===== config.mk =====
export PLATFORM = sky130hd
export DESIGN_NAME = dual_delay_pulse_timer
export DESIGN_NICKNAME = d
export VERILOG_FILES = /design/src/dual_timer_pkg.sv /design/src/tick_if.sv /design/src/time_base.sv /design/src/dual_delay_pulse_timer.sv
export SDC_FILE = /design/constraint.sdc
export NUM_CORES = 1
export LEC_CHECK = 0
export ABC_AREA = 1
export BUFFER_PORTS_ARGS = -buffer_cell sky130_fd_sc_hd__buf_4
export CORE_MARGIN = 2
export CORE_UTILIZATION = 56
export DETAILED_ROUTE_END_ITERATION = 7
export MAX_ROUTING_LAYER = met4
export PLACE_DENSITY = 0.83
export SYNTH_ARGS = -nofsm -noshare
export SYNTH_HDL_FRONTEND = slang
export SYNTH_HIERARCHICAL = 1
export SYNTH_SLANG_ARGS = --single-unit

===== constraint.sdc =====
create_clock -name clk -period 3.2 [get_ports clk]
set_input_delay 0.48 -clock clk [delete_from_list [all_inputs] [get_ports clk]]
set_output_delay 0.48 -clock clk [all_outputs]
set_load 0.01 [all_outputs]

===== src/dual_timer_pkg.sv =====
package dual_timer_pkg;
   // channel count
   localparam int NUM_CH = 2;

   // time settings are hundredths of a unit, 0 .. 650.00
   localparam int TIME_W = 16;
   localparam logic [TIME_W-1:0] TIME_MAX = 16'hFDE8;
   localparam logic [TIME_W-1:0] TIME_RST = 16'h0000;

   // mode code register
   localparam int MODE_W = 8;
   localparam logic [MODE_W-1:0] MODE_RST = 8'h00;
   localparam logic [7:0] MODE_UNIT_MIN = 8'h64;
   localparam logic [7:0] MODE_UNIT_HR = 8'hC8;
   localparam logic [7:0] MODE_FALL_OFS = 8'h0A;

   // register map (word index equals printed offset)
   localparam int ADDR_W = 4;
   localparam logic [ADDR_W-1:0] REG_MODE0 = 4'h0;
   localparam logic [ADDR_W-1:0] REG_DELAY0 = 4'h1;
   localparam logic [ADDR_W-1:0] REG_DUR0 = 4'h2;
   localparam logic [ADDR_W-1:0] REG_STATUS = 4'h3;
   localparam logic [ADDR_W-1:0] REG_MODE1 = 4'h4;
   localparam logic [ADDR_W-1:0] REG_DELAY1 = 4'h5;
   localparam logic [ADDR_W-1:0] REG_DUR1 = 4'h6;
   localparam int DATA_W = 32;

   // time base: hundredth of a second at 200 MHz
   localparam int CLK_HZ = 200000000;
   localparam int TICK_PER_SEC = 100;
   localparam int SEC_CYCLES = CLK_HZ / TICK_PER_SEC;
   localparam int MIN_PER_SEC = 60;
   localparam int HR_PER_MIN = 60;

   typedef enum logic [1:0] {
      BEH_OFF = 2'b00,
      BEH_NORMAL = 2'b01,
      BEH_RETRIG = 2'b10,
      BEH_AND = 2'b11
   } beh_t;

   typedef enum logic [1:0] {
      UNIT_SEC = 2'b00,
      UNIT_MIN = 2'b01,
      UNIT_HR = 2'b10
   } unit_t;

   typedef enum logic [1:0] {
      ST_IDLE = 2'b00,
      ST_DELAY = 2'b01,
      ST_ON = 2'b10,
      ST_HOLD = 2'b11
   } chan_state_t;
endpackage


===== src/tick_if.sv =====
`timescale 1ns/1ps
interface tick_if;
   logic tick_sec;
   logic tick_min;
   logic tick_hr;
   modport src (output tick_sec, output tick_min, output tick_hr);
   modport dst (input tick_sec, input tick_min, input tick_hr);
endinterface


===== src/time_base.sv =====
`timescale 1ns/1ps
module time_base
   import dual_timer_pkg::*;
(
   // clock and reset
   input wire logic clk,
   input wire logic rst,
   // hundredth-of-unit ticks
   tick_if.src tk
);
   logic [31:0] div_q;
   logic [5:0] sec_q;
   logic [5:0] min_q;

   // hundredth of a second
   always_ff @(posedge clk) begin
      if (rst) begin
         div_q <= 32'h0000_0000;
         tk.tick_sec <= 1'b0;
      end else if (div_q == 32'(SEC_CYCLES - 1)) begin
         div_q <= 32'h0000_0000;
         tk.tick_sec <= 1'b1;
      end else begin
         div_q <= div_q + 32'h0000_0001;
         tk.tick_sec <= 1'b0;
      end
   end

   // minutes and hours cascade from the second tick
   always_ff @(posedge clk) begin
      if (rst) begin
         sec_q <= 6'h00;
         min_q <= 6'h00;
         tk.tick_min <= 1'b0;
         tk.tick_hr <= 1'b0;
      end else begin
         tk.tick_min <= 1'b0;
         tk.tick_hr <= 1'b0;
         if (div_q == 32'(SEC_CYCLES - 1)) begin
            if (sec_q == 6'(MIN_PER_SEC - 1)) begin
               sec_q <= 6'h00;
               tk.tick_min <= 1'b1;
               if (min_q == 6'(HR_PER_MIN - 1)) begin
                  min_q <= 6'h00;
                  tk.tick_hr <= 1'b1;
               end else begin
                  min_q <= min_q + 6'h01;
               end
            end else begin
               sec_q <= sec_q + 6'h01;
            end
         end
      end
   end
endmodule


===== src/dual_delay_pulse_timer.sv =====
// The strobed register port and the register addresses are this design's own decisions.
`timescale 1ns/1ps
// Functional notes
// - two channels, each with own mode, delay and duration settings
// - delay and duration 0 to 650.00 in hundredths, reset to zero
// - normal: edge starts delay, then output on for duration, then off
// - duration zero: output stays on after delay expires
// - retrigger and AND modes: edge during delay restarts the delay
// - AND mode: input dropping (rising in falling-edge modes) during duration clears output at once
// - AND mode: output stays on for whole duration while input holds
// - delay and duration both zero: output follows input directly, inverted in falling-edge modes
// - mode 0 off, 1..3 rising edge, 11..13 same on falling edge
// - mode 100s count minutes, 200s count hours, else seconds
// - off mode holds output low whatever the input does
module dual_delay_pulse_timer
   import dual_timer_pkg::*;
(
   // clock and reset
   input wire logic clk,
   input wire logic rst,
   // register port
   input wire logic [ADDR_W-1:0] addr,
   input wire logic [DATA_W-1:0] wdata,
   input wire logic wr,
   input wire logic rd,
   output logic [DATA_W-1:0] rdata,
   // trigger inputs and timer outputs
   input wire logic [NUM_CH-1:0] sig_in,
   output logic [NUM_CH-1:0] sig_out
);
   tick_if tk ();

   logic [NUM_CH-1:0] in_s1_q;
   logic [NUM_CH-1:0] in_s2_q;
   logic [NUM_CH-1:0] in_prev_q;
   logic [MODE_W-1:0] mode_q [NUM_CH];
   logic [TIME_W-1:0] delay_q [NUM_CH];
   logic [TIME_W-1:0] dur_q [NUM_CH];
   chan_state_t st_q [NUM_CH];
   logic [TIME_W-1:0] cnt_q [NUM_CH];

   time_base u_tb (
      .clk(clk),
      .rst(rst),
      .tk(tk)
   );

   // pins cross in through two flops
   always_ff @(posedge clk) begin
      if (rst) begin
         in_s1_q <= '0;
         in_s2_q <= '0;
         in_prev_q <= '0;
      end else begin
         in_s1_q <= sig_in;
         in_s2_q <= in_s1_q;
         in_prev_q <= in_s2_q;
      end
   end

   genvar g;
   generate
      for (g = 0; g < NUM_CH; g++) begin : g_ch
         localparam logic [ADDR_W-1:0] A_MODE = g ? REG_MODE1 : REG_MODE0;
         localparam logic [ADDR_W-1:0] A_DLY = g ? REG_DELAY1 : REG_DELAY0;
         localparam logic [ADDR_W-1:0] A_DUR = g ? REG_DUR1 : REG_DUR0;
         logic [7:0] base;
         logic [7:0] code;
         logic falling;
         beh_t beh;
         unit_t unit;
         logic utick;
         logic lvl;
         logic edge_hit;
         logic new_on;

         // per-channel settings, independent of the other channel
         always_ff @(posedge clk) begin
            if (rst) begin
               mode_q[g] <= MODE_RST;
               delay_q[g] <= TIME_RST;
               dur_q[g] <= TIME_RST;
            end else if (wr) begin
               if (addr == A_MODE) begin
                  mode_q[g] <= wdata[MODE_W-1:0];
               end
               // out-of-range times saturate at the top of the range
               if (addr == A_DLY) begin
                  delay_q[g] <= (wdata > 32'(TIME_MAX)) ? TIME_MAX : wdata[TIME_W-1:0];
               end
               if (addr == A_DUR) begin
                  dur_q[g] <= (wdata > 32'(TIME_MAX)) ? TIME_MAX : wdata[TIME_W-1:0];
               end
            end
         end

         // decode the mode code into unit, edge and behaviour
         always_comb begin
            if (mode_q[g] >= MODE_UNIT_HR) begin
               unit = UNIT_HR;
               base = mode_q[g] - MODE_UNIT_HR;
            end else if (mode_q[g] >= MODE_UNIT_MIN) begin
               unit = UNIT_MIN;
               base = mode_q[g] - MODE_UNIT_MIN;
            end else begin
               unit = UNIT_SEC;
               base = mode_q[g];
            end
            falling = (base > MODE_FALL_OFS);
            code = falling ? base - MODE_FALL_OFS : base;
            // unknown codes act as off
            case (code)
               8'h01: beh = BEH_NORMAL;
               8'h02: beh = BEH_RETRIG;
               8'h03: beh = BEH_AND;
               default: beh = BEH_OFF;
            endcase
            if (falling && base > 8'h0D) begin
               beh = BEH_OFF;
            end
            case (unit)
               UNIT_MIN: utick = tk.tick_min;
               UNIT_HR: utick = tk.tick_hr;
               default: utick = tk.tick_sec;
            endcase
            lvl = falling ? ~in_s2_q[g] : in_s2_q[g];
            edge_hit = lvl & ~(falling ? ~in_prev_q[g] : in_prev_q[g]);
            // duration end clears, zero duration latches on
            new_on = (dur_q[g] == TIME_RST) ? 1'b1 : 1'b0;
         end

         always_ff @(posedge clk) begin
            if (rst) begin
               st_q[g] <= ST_IDLE;
               cnt_q[g] <= TIME_RST;
               sig_out[g] <= 1'b0;
            end else if (beh == BEH_OFF) begin
               st_q[g] <= ST_IDLE;
               cnt_q[g] <= TIME_RST;
               sig_out[g] <= 1'b0;
            end else if (delay_q[g] == TIME_RST && dur_q[g] == TIME_RST) begin
               // zero settings make a plain follower
               st_q[g] <= ST_IDLE;
               cnt_q[g] <= TIME_RST;
               sig_out[g] <= lvl;
            end else begin
               case (st_q[g])
                  ST_IDLE: begin
                     if (edge_hit) begin
                        st_q[g] <= ST_DELAY;
                        cnt_q[g] <= TIME_RST;
                     end
                  end
                  ST_DELAY: begin
                     if (edge_hit && beh != BEH_NORMAL) begin
                        cnt_q[g] <= TIME_RST;
                     end else if (cnt_q[g] >= delay_q[g]) begin
                        sig_out[g] <= 1'b1;
                        cnt_q[g] <= TIME_RST;
                        st_q[g] <= new_on ? ST_HOLD : ST_ON;
                     end else if (utick) begin
                        cnt_q[g] <= cnt_q[g] + 16'h0001;
                     end
                  end
                  ST_ON: begin
                     if (beh == BEH_AND && !lvl) begin
                        sig_out[g] <= 1'b0;
                        st_q[g] <= ST_IDLE;
                     end else if (cnt_q[g] >= dur_q[g]) begin
                        sig_out[g] <= 1'b0;
                        st_q[g] <= ST_IDLE;
                     end else if (utick) begin
                        cnt_q[g] <= cnt_q[g] + 16'h0001;
                     end
                  end
                  ST_HOLD: begin
                     // stays on until the duration is set nonzero, the delay is set to zero or the mode turns off
                     sig_out[g] <= 1'b1;
                     if (dur_q[g] != TIME_RST) begin
                        st_q[g] <= ST_IDLE;
                        sig_out[g] <= 1'b0;
                     end
                  end
                  default: st_q[g] <= ST_IDLE;
               endcase
            end
         end
      end
   endgenerate

   // register read, one cycle later
   always_ff @(posedge clk) begin
      if (rst) begin
         rdata <= '0;
      end else if (rd) begin
         case (addr)
            REG_MODE0: rdata <= {24'h000000, mode_q[0]};
            REG_DELAY0: rdata <= {16'h0000, delay_q[0]};
            REG_DUR0: rdata <= {16'h0000, dur_q[0]};
            REG_MODE1: rdata <= {24'h000000, mode_q[1]};
            REG_DELAY1: rdata <= {16'h0000, delay_q[1]};
            REG_DUR1: rdata <= {16'h0000, dur_q[1]};
            REG_STATUS: rdata <= {24'h000000, st_q[1], st_q[0], in_s2_q, sig_out};
            default: rdata <= '0;
         endcase
      end else begin
         rdata <= '0;
      end
   end
endmodule


==> results.json, run 1 <==
{
  "outcome": "finished, final reports clean",
  "layout.filler_cells": 1715,
  "critPathRequiredTime_ns": 3.36,
  "routedLengthMet1_um": 12930,
  "layout.cells.most_common": "sky130_fd_sc_hd__nand2_1",
  "num_vias": 11043,
  "final.period_utilization_pct": 97.60,
  "cp_cell_sequence": "buf_6 -> ha_1 -> nand2_1 -> nand3_2 -> nand2_4 -> nand3_4 -> nand2_2 -> inv_1 -> ha_1 -> inv_1 -> nand3_1 -> nand3_1 -> nor2_2 -> nand2_2 -> nor3b_4 -> nand3_2 -> nor2_4 -> nand3_4",
  "critical_path_buf_inv_count": 3,
  "ant_nets": 0,
  "hold_buffers": 0,
  "worstPathArrival_ns": 3.28,
  "numPortBuffers": 59,
  "finalCoreUtilization_pct": 65.24,
  "synth_area_per_cell_sq_um": 7.766,
  "cts.sinks": 187,
  "total_leakage_power_uw": 0.006175,
  "worstSetupStartpointType": "register",
  "crit_path_end_kind": "register",
  "dp_cells": 1908,
  "synth_edf_count": 116,
  "setup.worst_path.start": "mode_q[0][3]",
  "achievable-frequency_mhz": 320.2,
  "synth_seq_area_share_pct": 40.23,
  "ys_seq_elements": 187,
  "std_cell_rows": 53,
  "top_routing_layer_in_use": "met4",
  "crit_slowest_cell": "sky130_fd_sc_hd__edfxtp_1",
  "flow.area_growth_from_synthesis_pct": 13.54,
  "ys_warn_count": 6,
  "critical_path.max_stage_delay_ns": 0.47,
  "cts_tree": "done",
  "worst_path_max_fanout": 8,
  "track_usage_pct": 27.95,
  "coreArea_sq_mm": 0.02122,
  "min-delay-start": "sig_in[0]",
  "firstDrtPassIters": 6,
  "first_global_vias": 10273,
  "last_weighted_congestion_value_of_the_routability_driven_placer": 1.003,
  "fin_worst_hold_slack_ns": 0.2511,
  "global_route_wire_length_before_repair_um": 49070,
  "grt_start_max_net_pins": 35,
  "timing.slew.headroom_pct": 21.88,
  "detailroute.wirelength.met3_um": 2900,
  "final_net_count": 1793,
  "cts_root_buffer": "sky130_fd_sc_hd__clkbuf_16",
  "top_level_ports": 76,
  "multiInputGateArea_sq_mm": 0.006262,
  "wire_per_inst_um": 16.38,
  "yosys_most_used_dff": "sky130_fd_sc_hd__edfxtp_1",
  "p_per_area_mw_per_mm2": 397.5,
  "globalRoute.totalOverflow": 0,
  "final-seq-area_sq_mm": 0.004905,
  "finalSetupTns_ns": 0,
  "die_x_um": 151.6,
  "clk-insertion-delay-late_ns": 0.44,
  "drt_wl_total_um": 32050,
  "clock_tree.htree_level_count": 4,
  "final-hold-violation-count": 0,
  "fin_skew_ns": 0.01408,
  "crit_family": "simple AND/OR/NAND/NOR gates",
  "asyncSetResetFlopFracSynth_pct": 0,
  "detailedRoute.firstIterationViolations": 1152,
  "mostFrequentLayoutCells": "sky130_fd_sc_hd__nand2_1 (322), sky130_fd_sc_hd__inv_1 (249), sky130_fd_sc_hd__nor2_1 (200)",
  "final_layout_size_suffix_gt1_share_pct": 14.86,
  "finalMaxSlewViolations": 0,
  "vdd.ir_drop.worst_uv": 361.3,
  "syn-cell-area_sq_mm": 0.01219,
  "report.final.setup_viol": 0,
  "synthCells": 1570,
  "drcViolationCount": 0,
  "num_antenna_cells": 0,
  "hpwl_dp_um": 23600,
  "cts.clk_slew.worst_paths_ns": 0.07,
  "worst-slew-pin-transition_ns": 1.159,
  "hp-class": "input pin to register",
  "initial_utilization_pct": 57.46,
  "cts_made_buffers": 17,
  "cts_buffer_depth": 2,
  "met2_wirelength_um": 15310,
  "critical_path.reg2reg.startpoint": "mode_q[0][3]",
  "netlist-cell-type-count": 54,
  "via_per_inst": 5.643,
  "fin_cells": 1957,
  "die_y_um": 151.6,
  "cap_viol_max_count": 0,
  "worstSetupPathType": "register to register",
  "fin_crit_ns": 3.123,
  "antenna_found_initial": 0,
  "die_area_sq_mm": 0.02297
}
[registers in the layout, summed over array words and instances (netlist names), 2 cells and up]
register	cells
sig_out	2
delay_q	32
u_tb/min_q	6
in_prev_q	2
u_tb/div_q	32
st_q	4
cnt_q	32
rdata	16
in_s1_q	2
u_tb/sec_q	6
in_s2_q	2
dur_q	32
mode_q	16
[worst register-to-register path: cells and delay by family, from the launching register on]
| kind | cells | cell delay [ns] |
|---|---|---|
| AND/OR/NAND/NOR | 13 | 1.69 |
| buffers and inverters | 3 | 0.25 |
| adder cells (fa/ha/maj) | 2 | 0.44 |
| flip-flops | 1 | 0.47 |
[logic make-up (layout without fill, tap and decap cells)]
family | Yosys count | after routing | share of synthesized area [%]
compound gates | 173 | 173 | 8.476
buf+inv | 306 | 401 | 10.33
flops | 187 | 187 | 40.23
other cells | 1 | 16 | 0.03076
mux | 1 | 1 | 0.08210
fa+ha+maj | 82 | 82 | 8.415
xor+xnor | 44 | 44 | 3.161
simple gates | 776 | 778 | 29.28
[synth_stat cells (all sizes together) (2+ instances only)]
master / count / area (sq um)
nand2: 352 / 1404
a21oi: 82 / 421.7
nor4: 15 / 93.84
dfxtp: 71 / 1421
o22ai: 24 / 150.1
o21ai: 34 / 188.9
edfxtp: 116 / 3483
o21bai: 2 / 15.01
buf: 23 / 197.7
a2111oi: 2 / 17.52
clkbuf: 12 / 45.04
o211ai: 6 / 50.05
a211oi: 2 / 15.01
nor3: 25 / 146.4
or2: 5 / 31.28
ha: 82 / 1026
nor2: 235 / 1030
nand3b: 9 / 67.56
xnor2: 16 / 140.1
and3: 2 / 12.51
nand3: 104 / 588.1
clkinv: 4 / 15.01
nand4: 26 / 162.7
inv: 267 / 1002
a31oi: 2 / 12.51
a221oi: 14 / 122.6
xor2: 28 / 245.2
[power breakdown]
group	leakage, uW	internal (uW)	switching (uW)
Combinational	0.00415	267	459
Sequential	0.00176	2650	84.0
Clock	0.000266	1080	965
[routing by layer]
metal | up-vias | track usage (%)
li1 | 5303 | -
met1 | 5102 | 35.63
met2 | 555 | 45.20
met3 | 83 | 5.150
met4 | 0 | 9.306
met5 | - | -
[metrics by stage]
| stage | worst slack, ns | cell area (sq um) | total power (uW) |
|---|---|---|---|
| after detailed placement | -0.09801 | 12990 | 3430 |
| after CTS | 0.008537 | 13550 | 5433 |
| after global routing | -0.1199 | 13840 | 5684 |
| after global placement | 0.03474 | 12990 | 3400 |
| after floorplan | 0.02492 | 12250 | 3219 |
| final | 0.07669 | 13840 | 5503 |
[layout make-up]
| class | instances | share of cell area, % |
|---|---|---|
| repair buffers | 98 | 5.513 |
| flip-flops and latches | 187 | 35.43 |
| multi-input cells | 1094 | 45.24 |
| inverters | 271 | 7.366 |
| clock buffers | 20 | 3.154 |
| well taps | 275 | 2.486 |
| clock inverters | 12 | 0.8134 |
[worst paths after layout]
check	end	slack (ns)	cells after the start
setup reg to reg	cnt_q[0][4]	0.08	18
hold / removal	in_s1_q[0]	0.25	3
hold reg to reg	in_s2_q[0]	0.40	2
setup / recovery	cnt_q[0][4]	0.08	18
[repair_timing]
action                                  in CTS  in global routing
gates resized for setup                      1                 37
gates cloned                                 0                  2
setup buffers                                0                 15
pin swaps                                    0                 19
endpoints found under the setup margin      16                 52
endpoints found under the hold margin        0                  0
No activity file was read; power rests on OpenSTA's default activity.
==> run 2: changes to the inputs <==
--- a/config.mk
+++ b/config.mk
@@ -5,14 +5,13 @@
 export SDC_FILE = /design/constraint.sdc
 export NUM_CORES = 1
 export LEC_CHECK = 0
-export ABC_AREA = 1
+export ABC_AREA = 0
 export BUFFER_PORTS_ARGS = -buffer_cell sky130_fd_sc_hd__buf_4
 export CORE_MARGIN = 2
 export CORE_UTILIZATION = 56
 export DETAILED_ROUTE_END_ITERATION = 7
 export MAX_ROUTING_LAYER = met4
-export PLACE_DENSITY = 0.83
+export PLACE_DENSITY = 0.84
 export SYNTH_ARGS = -nofsm -noshare
 export SYNTH_HDL_FRONTEND = slang
-export SYNTH_HIERARCHICAL = 1
 export SYNTH_SLANG_ARGS = --single-unit
==> results.json, run 2 <==
{
  "outcome": "finished, violations left",
  "failed_checks": "negative setup slack",
  "hpwl_dp_um": 21990,
  "asyncSetResetFlopFracSynth_pct": 0,
  "critical_path.max_stage_delay_ns": 0.57,
  "synth_area_per_cell_sq_um": 9.554,
  "synth_seq_area_share_pct": 43.99,
  "detailedRoute.firstIterationViolations": 1074,
  "firstDrtPassIters": 8,
  "yosys-top-cells-count": "sky130_fd_sc_hd__nor2_1 (165), sky130_fd_sc_hd__edfxtp_1 (116), sky130_fd_sc_hd__inv_1 (91)",
  "cp_cell_sequence": "ha_4 -> or3b_4 -> a21oi_4 -> or4_4 -> nand2_4 -> inv_4 -> ha_4 -> nor2b_4 -> o211ai_1 -> or4_4 -> a211oi_4 -> o211ai_4 -> o2111ai_4",
  "clock_tree.htree_level_count": 4,
  "drcViolationCount": 0,
  "coreArea_sq_mm": 0.01953,
  "yosys_most_used_dff": "sky130_fd_sc_hd__edfxtp_1",
  "antenna_found_initial": 1,
  "layout.filler_cells": 1431,
  "die_x_um": 145.1,
  "vdd.ir_drop.worst_uv": 416.4,
  "crit_slowest_cell": "sky130_fd_sc_hd__or4_4",
  "worst_path_max_fanout": 8,
  "last_weighted_congestion_value_of_the_routability_driven_placer": 0.9732,
  "worstPathArrival_ns": 3.85,
  "final_layout_size_suffix_gt1_share_pct": 20.81,
  "fin_crit_ns": 3.742,
  "cts_root_buffer": "sky130_fd_sc_hd__clkbuf_16",
  "report.final.setup_viol": 53,
  "grt_start_max_net_pins": 33,
  "final-hold-violation-count": 0,
  "synthDominantAreaCellType": "sky130_fd_sc_hd__edfxtp_1",
  "crit_path_end_kind": "register",
  "global_route_wire_length_before_repair_um": 47210,
  "timing.slew.headroom_pct": 50.33,
  "wire_per_inst_um": 19.04,
  "mostFrequentLayoutCells": "sky130_fd_sc_hd__buf_4 (161), sky130_fd_sc_hd__nor2_1 (153), sky130_fd_sc_hd__edfxtp_1 (116)",
  "cap_viol_max_count": 0,
  "num_vias": 9835,
  "finalWorstSetupSlack_ns": -0.5420,
  "cts.clk_slew.worst_paths_ns": 0.07,
  "die_y_um": 145.1,
  "finalMaxSlewViolations": 0,
  "fin_skew_ns": 0.01457,
  "multiInputGateArea_sq_mm": 0.006122,
  "summed_area_of_non_filler_cells_in_the_final_layout_sq_mm": 0.01354,
  "worstSetupPathType": "register to register",
  "initial_utilization_pct": 57.10,
  "globalRoute.totalOverflow": 0,
  "rsz0062_at_grt": "true",
  "cts_made_buffers": 17,
  "achievable-frequency_mhz": 267.2,
  "syn-cell-area_sq_mm": 0.01115,
  "ant_nets": 0,
  "final.period_utilization_pct": 116.9,
  "clk-insertion-delay-late_ns": 0.44,
  "numPortBuffers": 59,
  "final_net_count": 1437,
  "total_leakage_power_uw": 0.005714,
  "p_per_area_mw_per_mm2": 415.4,
  "cts_buffer_depth": 2,
  "flow.area_growth_from_synthesis_pct": 21.47,
  "final-seq-area_sq_mm": 0.004905,
  "top_level_ports": 76,
  "hp-class": "input pin to register",
  "dp_slack_ns": -0.5066,
  "synth_edf_count": 116,
  "finalCoreUtilization_pct": 69.36,
  "ys_seq_elements": 187,
  "yosys.cell_count.top_type": "sky130_fd_sc_hd__nor2_1",
  "synthCells": 1167,
  "track_usage_pct": 28.96,
  "std_cell_rows": 51,
  "ys_warn_count": 0,
  "die_area_sq_mm": 0.02105,
  "worstSetupStartpointType": "register",
  "worst-slew-pin-transition_ns": 0.7451,
  "drt_wl_total_um": 30310,
  "netlist-cell-type-count": 78,
  "yosys.area.top_type_share_pct": 31.24,
  "cts.sinks": 187,
  "cts_tree": "done",
  "synth.area.top_cells": "sky130_fd_sc_hd__edfxtp_1 (31%), sky130_fd_sc_hd__dfxtp_1 (13%), sky130_fd_sc_hd__ha_1 (9.2%), sky130_fd_sc_hd__nor2_1 (5.6%), sky130_fd_sc_hd__xor2_1 (3.2%)",
  "first_global_vias": 9208,
  "via_per_inst": 6.178,
  "critPathRequiredTime_ns": 3.31,
  "layout.cells.most_common": "sky130_fd_sc_hd__buf_4",
  "placed_area_sq_mm": 0.01260
}
run 2: cell types whose count changed after synthesis, moves of 20 or more:
cell / delta
sky130_fd_sc_hd__nand2_2: -21
sky130_fd_sc_hd__a21oi_1: -43
sky130_fd_sc_hd__nand3_1: -48
sky130_fd_sc_hd__nand2_1: -273
sky130_fd_sc_hd__inv_1: -161
sky130_fd_sc_hd__a21o_1: +22
sky130_fd_sc_hd__nor2_2: -20
sky130_fd_sc_hd__and2_1: +24
sky130_fd_sc_hd__and3_1: +35
sky130_fd_sc_hd__nor2_1: -37
sky130_fd_sc_hd__a22oi_1: +33
run 2: per-stage QoR:
step | setup TNS, ns | hold WS, ns | cells | total power, uW
after global routing | -24.77 | 0.2509 | 1592 | 5829
after CTS | -14.50 | 0.2462 | 1585 | 5563
after detailed placement | -18.93 | 0.4463 | 1544 | 3544
final | -18.26 | 0.2535 | 1592 | 5626
after floorplan | -17.35 | 0.4138 | 1182 | 3240
after global placement | -12.43 | 0.4442 | 1544 | 3522
run 2: path summary, 6_finish.rpt:
kind | endpoint | slack, ns | start | cells past startpoint
worst max-delay path | cnt_q[0][3] | -0.54 | mode_q[0][3] | 13
worst max register to register | cnt_q[0][3] | -0.54 | mode_q[0][3] | 13
worst min-delay path | in_s1_q[0] | 0.25 | sig_in[0] | 2
worst min register to register | in_s2_q[0] | 0.46 | in_s1_q[0] | 1
run 2: area by class of cell:
cell class	instances	share of cell area [%]
multi-input cells	850	45.21
flip-flops and latches	187	36.22
repair buffers	166	9.405
clock buffers	18	3.169
inverters	91	2.578
well taps	265	2.448
clock inverters	14	0.9608
diodes	1	0.01848
run 2: metal layers:
layer,GRT usage (%),part of all wire [%]
met1,37.65,41
met2,45.45,46
met3,5.597,9.6
met4,10.49,3.3
met5,-,0
run 2: repair_timing:
item	CTS	global route
endpoints found under the setup margin	74	74
hold buffers	0	0
gates cloned	2	0
buffers inserted	7	8
resized for setup	27	29
pin swaps	12	16
run 2: kinds of logic (layout without fill, tap and decap cells):
logic type | after synthesis | after routing | synth area share [%]
compound gates | 210 | 211 | 13.61
xor+xnor | 69 | 69 | 5.420
fa+ha+maj | 83 | 83 | 9.292
buf+inv | 146 | 289 | 5.622
flops | 187 | 187 | 43.99
mux | 15 | 15 | 1.403
other cells | 1 | 17 | 0.03363
simple gates | 456 | 456 | 20.63
run 2: worst max-delay path: cells and delay by family (launching register included):
kind / cells / cell delay (ns)
AO/OA/AOI/OAI: 5 / 0.86
flip-flops: 1 / 0.48
AND/OR/NAND/NOR: 5 / 1.57
adder cells (fa/ha/maj): 2 / 0.45
buffers and inverters: 1 / 0.05
run 2: where the power goes:
| part | internal (uW) | total, uW | leakage, uW | switching, uW |
|---|---|---|---|---|
| sequential | 2650 | 2760 | 0.00178 | 112 |
| combinational | 376 | 827 | 0.00366 | 451 |
| clock | 1030 | 2040 | 0.000280 | 1000 |
| total | 4060 | 5630 | 0.00571 | 1570 |
==> run 3: changes to the inputs <==
--- a/config.mk
+++ b/config.mk
@@ -7,8 +7,10 @@
 export LEC_CHECK = 0
 export ABC_AREA = 0
 export BUFFER_PORTS_ARGS = -buffer_cell sky130_fd_sc_hd__buf_4
+export CORE_ASPECT_RATIO = 0.9
 export CORE_MARGIN = 2
 export CORE_UTILIZATION = 56
+export CTS_BUF_LIST = sky130_fd_sc_hd__clkbuf_16
 export DETAILED_ROUTE_END_ITERATION = 7
 export MAX_ROUTING_LAYER = met4
 export PLACE_DENSITY = 0.84
==> results.json, run 3 (synthesis gave the netlist of run 2 again) <==
{
  "drcViolationCount": 0,
  "ant_nets": 0,
  "rsz0062_at_grt": "true",
  "top_level_ports": 76,
  "total_leakage_power_uw": 0.005741,
  "p_per_area_mw_per_mm2": 414.9,
  "fin_worst_hold_slack_ns": 0.2477,
  "track_usage_pct": 29.22,
  "numPortBuffers": 59,
  "report.final.setup_viol": 53,
  "initial_utilization_pct": 57.65,
  "worstSetupStartpointType": "register",
  "final-hold-violation-count": 0,
  "coreArea_sq_mm": 0.01934,
  "via_per_inst": 6.215,
  "achievable-frequency_mhz": 272.4,
  "die_area_sq_mm": 0.02106,
  "std_cell_rows": 48,
  "cts_root_buffer": "sky130_fd_sc_hd__clkbuf_16",
  "multiInputGateArea_sq_mm": 0.006143,
  "num_vias": 9832,
  "sequentialPowerShare_pct": 49.1,
  "cap_viol_max_count": 0,
  "globalRoute.totalOverflow": 0,
  "cts_made_buffers": 17,
  "global_route_wire_length_before_repair_um": 47090,
  "timing.slew.headroom_pct": 17.02,
  "final.period_utilization_pct": 114.7,
  "fin_cells": 1582,
  "failed_checks": "negative setup slack",
  "critPathRequiredTime_ns": 3.30,
  "antenna_found_initial": 2,
  "last_weighted_congestion_value_of_the_routability_driven_placer": 0.9377,
  "detailedRoute.firstIterationViolations": 893,
  "p_int_uw": 4058,
  "worst-slew-pin-transition_ns": 1.242,
  "hpwl_dp_um": 21930,
  "first_global_vias": 9428,
  "clock_tree.htree_level_count": 4,
  "dp_cells": 1524,
  "final_layout_size_suffix_gt1_share_pct": 21.13,
  "crit_path_end_kind": "register",
  "layout.filler_cells": 1372,
  "worst_path_max_fanout": 8,
  "netSwitchingFraction_pct": 28.01,
  "layout.cells.most_common": "sky130_fd_sc_hd__buf_4",
  "cts_buffer_depth": 2,
  "grt_start_max_net_pins": 32,
  "firstDrtPassIters": 6,
  "flow.area_growth_from_synthesis_pct": 21.85,
  "cts.clk_slew.worst_paths_ns": 0.07,
  "drt_wl_total_um": 30870,
  "hp-class": "input pin to register",
  "finalMaxSlewViolations": 0,
  "fin_crit_ns": 3.671,
  "final_net_count": 1441,
  "die_y_um": 137.9,
  "final-seq-area_sq_mm": 0.004905,
  "fin_skew_ns": 0.01001,
  "cts_tree": "done",
  "power_frac_clock_pct": 35.7,
  "worstSetupPathType": "register to register",
  "die_x_um": 152.7,
  "pwr-share-comb_pct": 15.2,
  "clk-insertion-delay-late_ns": 0.44,
  "cts.sinks": 187,
  "mostFrequentLayoutCells": "sky130_fd_sc_hd__buf_4 (161), sky130_fd_sc_hd__nor2_1 (160), sky130_fd_sc_hd__edfxtp_1 (116)",
  "wire_per_inst_um": 19.51,
  "power_switching_uw": 1579,
  "vdd.ir_drop.worst_uv": 316.5,
  "finalWorstSetupSlack_ns": -0.4710,
  "outcome": "finished, violations left",
  "worstPathArrival_ns": 3.77
}
-- run 3: cell types whose count changed in the layout (fill, tap and decap cells not counted), sizes merged --
cell    before  now
buf        166  169
inv         98  100
clkinv       7    6
diode        1    2
-- run 3: worst paths after layout --
| check | from | to | slack (ns) | cells after the start |
|---|---|---|---|---|
| worst max-delay path | mode_q[0][3] | cnt_q[0][8] | -0.47 | 13 |
| worst min-delay path | sig_in[1] | in_s1_q[1] | 0.25 | 2 |
| worst max register to register | mode_q[0][3] | cnt_q[0][8] | -0.47 | 13 |
| worst min register to register | in_s1_q[1] | in_s2_q[1] | 0.44 | 1 |
-- run 3: worst max-delay path, cell delays in order (launching register included) --
cell and delay (ns):
sky130_fd_sc_hd__edfxtp_1 0.46, sky130_fd_sc_hd__ha_4 0.19, sky130_fd_sc_hd__or3b_4 0.24, sky130_fd_sc_hd__a21oi_4 0.06
sky130_fd_sc_hd__or4_4 0.54, sky130_fd_sc_hd__nand2_4 0.09, sky130_fd_sc_hd__inv_4 0.04, sky130_fd_sc_hd__ha_4 0.24
sky130_fd_sc_hd__nor2b_4 0.12, sky130_fd_sc_hd__o211ai_1 0.11, sky130_fd_sc_hd__or4_4 0.58, sky130_fd_sc_hd__a211oi_4 0.28
sky130_fd_sc_hd__o211ai_4 0.18, sky130_fd_sc_hd__o2111ai_4 0.20
-- run 3: per-layer routing --
metal | track usage, % | share of wire (%)
met1 | 34.95 | 39
met2 | 47.71 | 47
met3 | 7.062 | 10
met4 | 12.91 | 4.3
met5 | - | 0
-- run 3: final cells by class --
class                   instances  area share, %
multi-input cells             850          45.22
flip-flops and latches        187          36.10
repair buffers                170          9.762
clock buffers                  17          3.131
inverters                      91          2.570
well taps                     250          2.302
clock inverters                15         0.8749
diodes                          2        0.03684
-- run 3: what timing repair did --
action                     4_1_cts  5_1_grt
pin swaps                       12       13
gates resized for setup         15       45
buffers inserted                 8       14
hold buffers                     0        0
setup endpoints to repair       73       73
cloned                           1        2
-- run 3: power by group through the flow --
stage                     combinational, uW  sequential, uW  clock (uW)
after floorplan                         469            2770           0
after global placement                  704            2810           0
after detailed placement                728            2810           0
after CTS                               762            2760        2020
after global routing                    924            2770        2110
final                                   856            2770        2010
-- run 3: stage by stage --
step | setup TNS, ns | setup WS, ns | utilization (%) | instance area [sq um] | power [uW]
3_3_place_gp | -15.76 | -0.4660 | 64.86 | 12540 | 3513
6_report | -17.89 | -0.4710 | 70.25 | 13590 | 5636
5_1_grt | -28.23 | -0.5967 | 70.24 | 13580 | 5804
2_1_floorplan | -17.35 | -0.4817 | - | 11410 | 3240
4_1_cts | -14.20 | -0.4201 | 68.45 | 13240 | 5540
3_5_place_dp | -19.12 | -0.5654 | 64.86 | 12540 | 3541
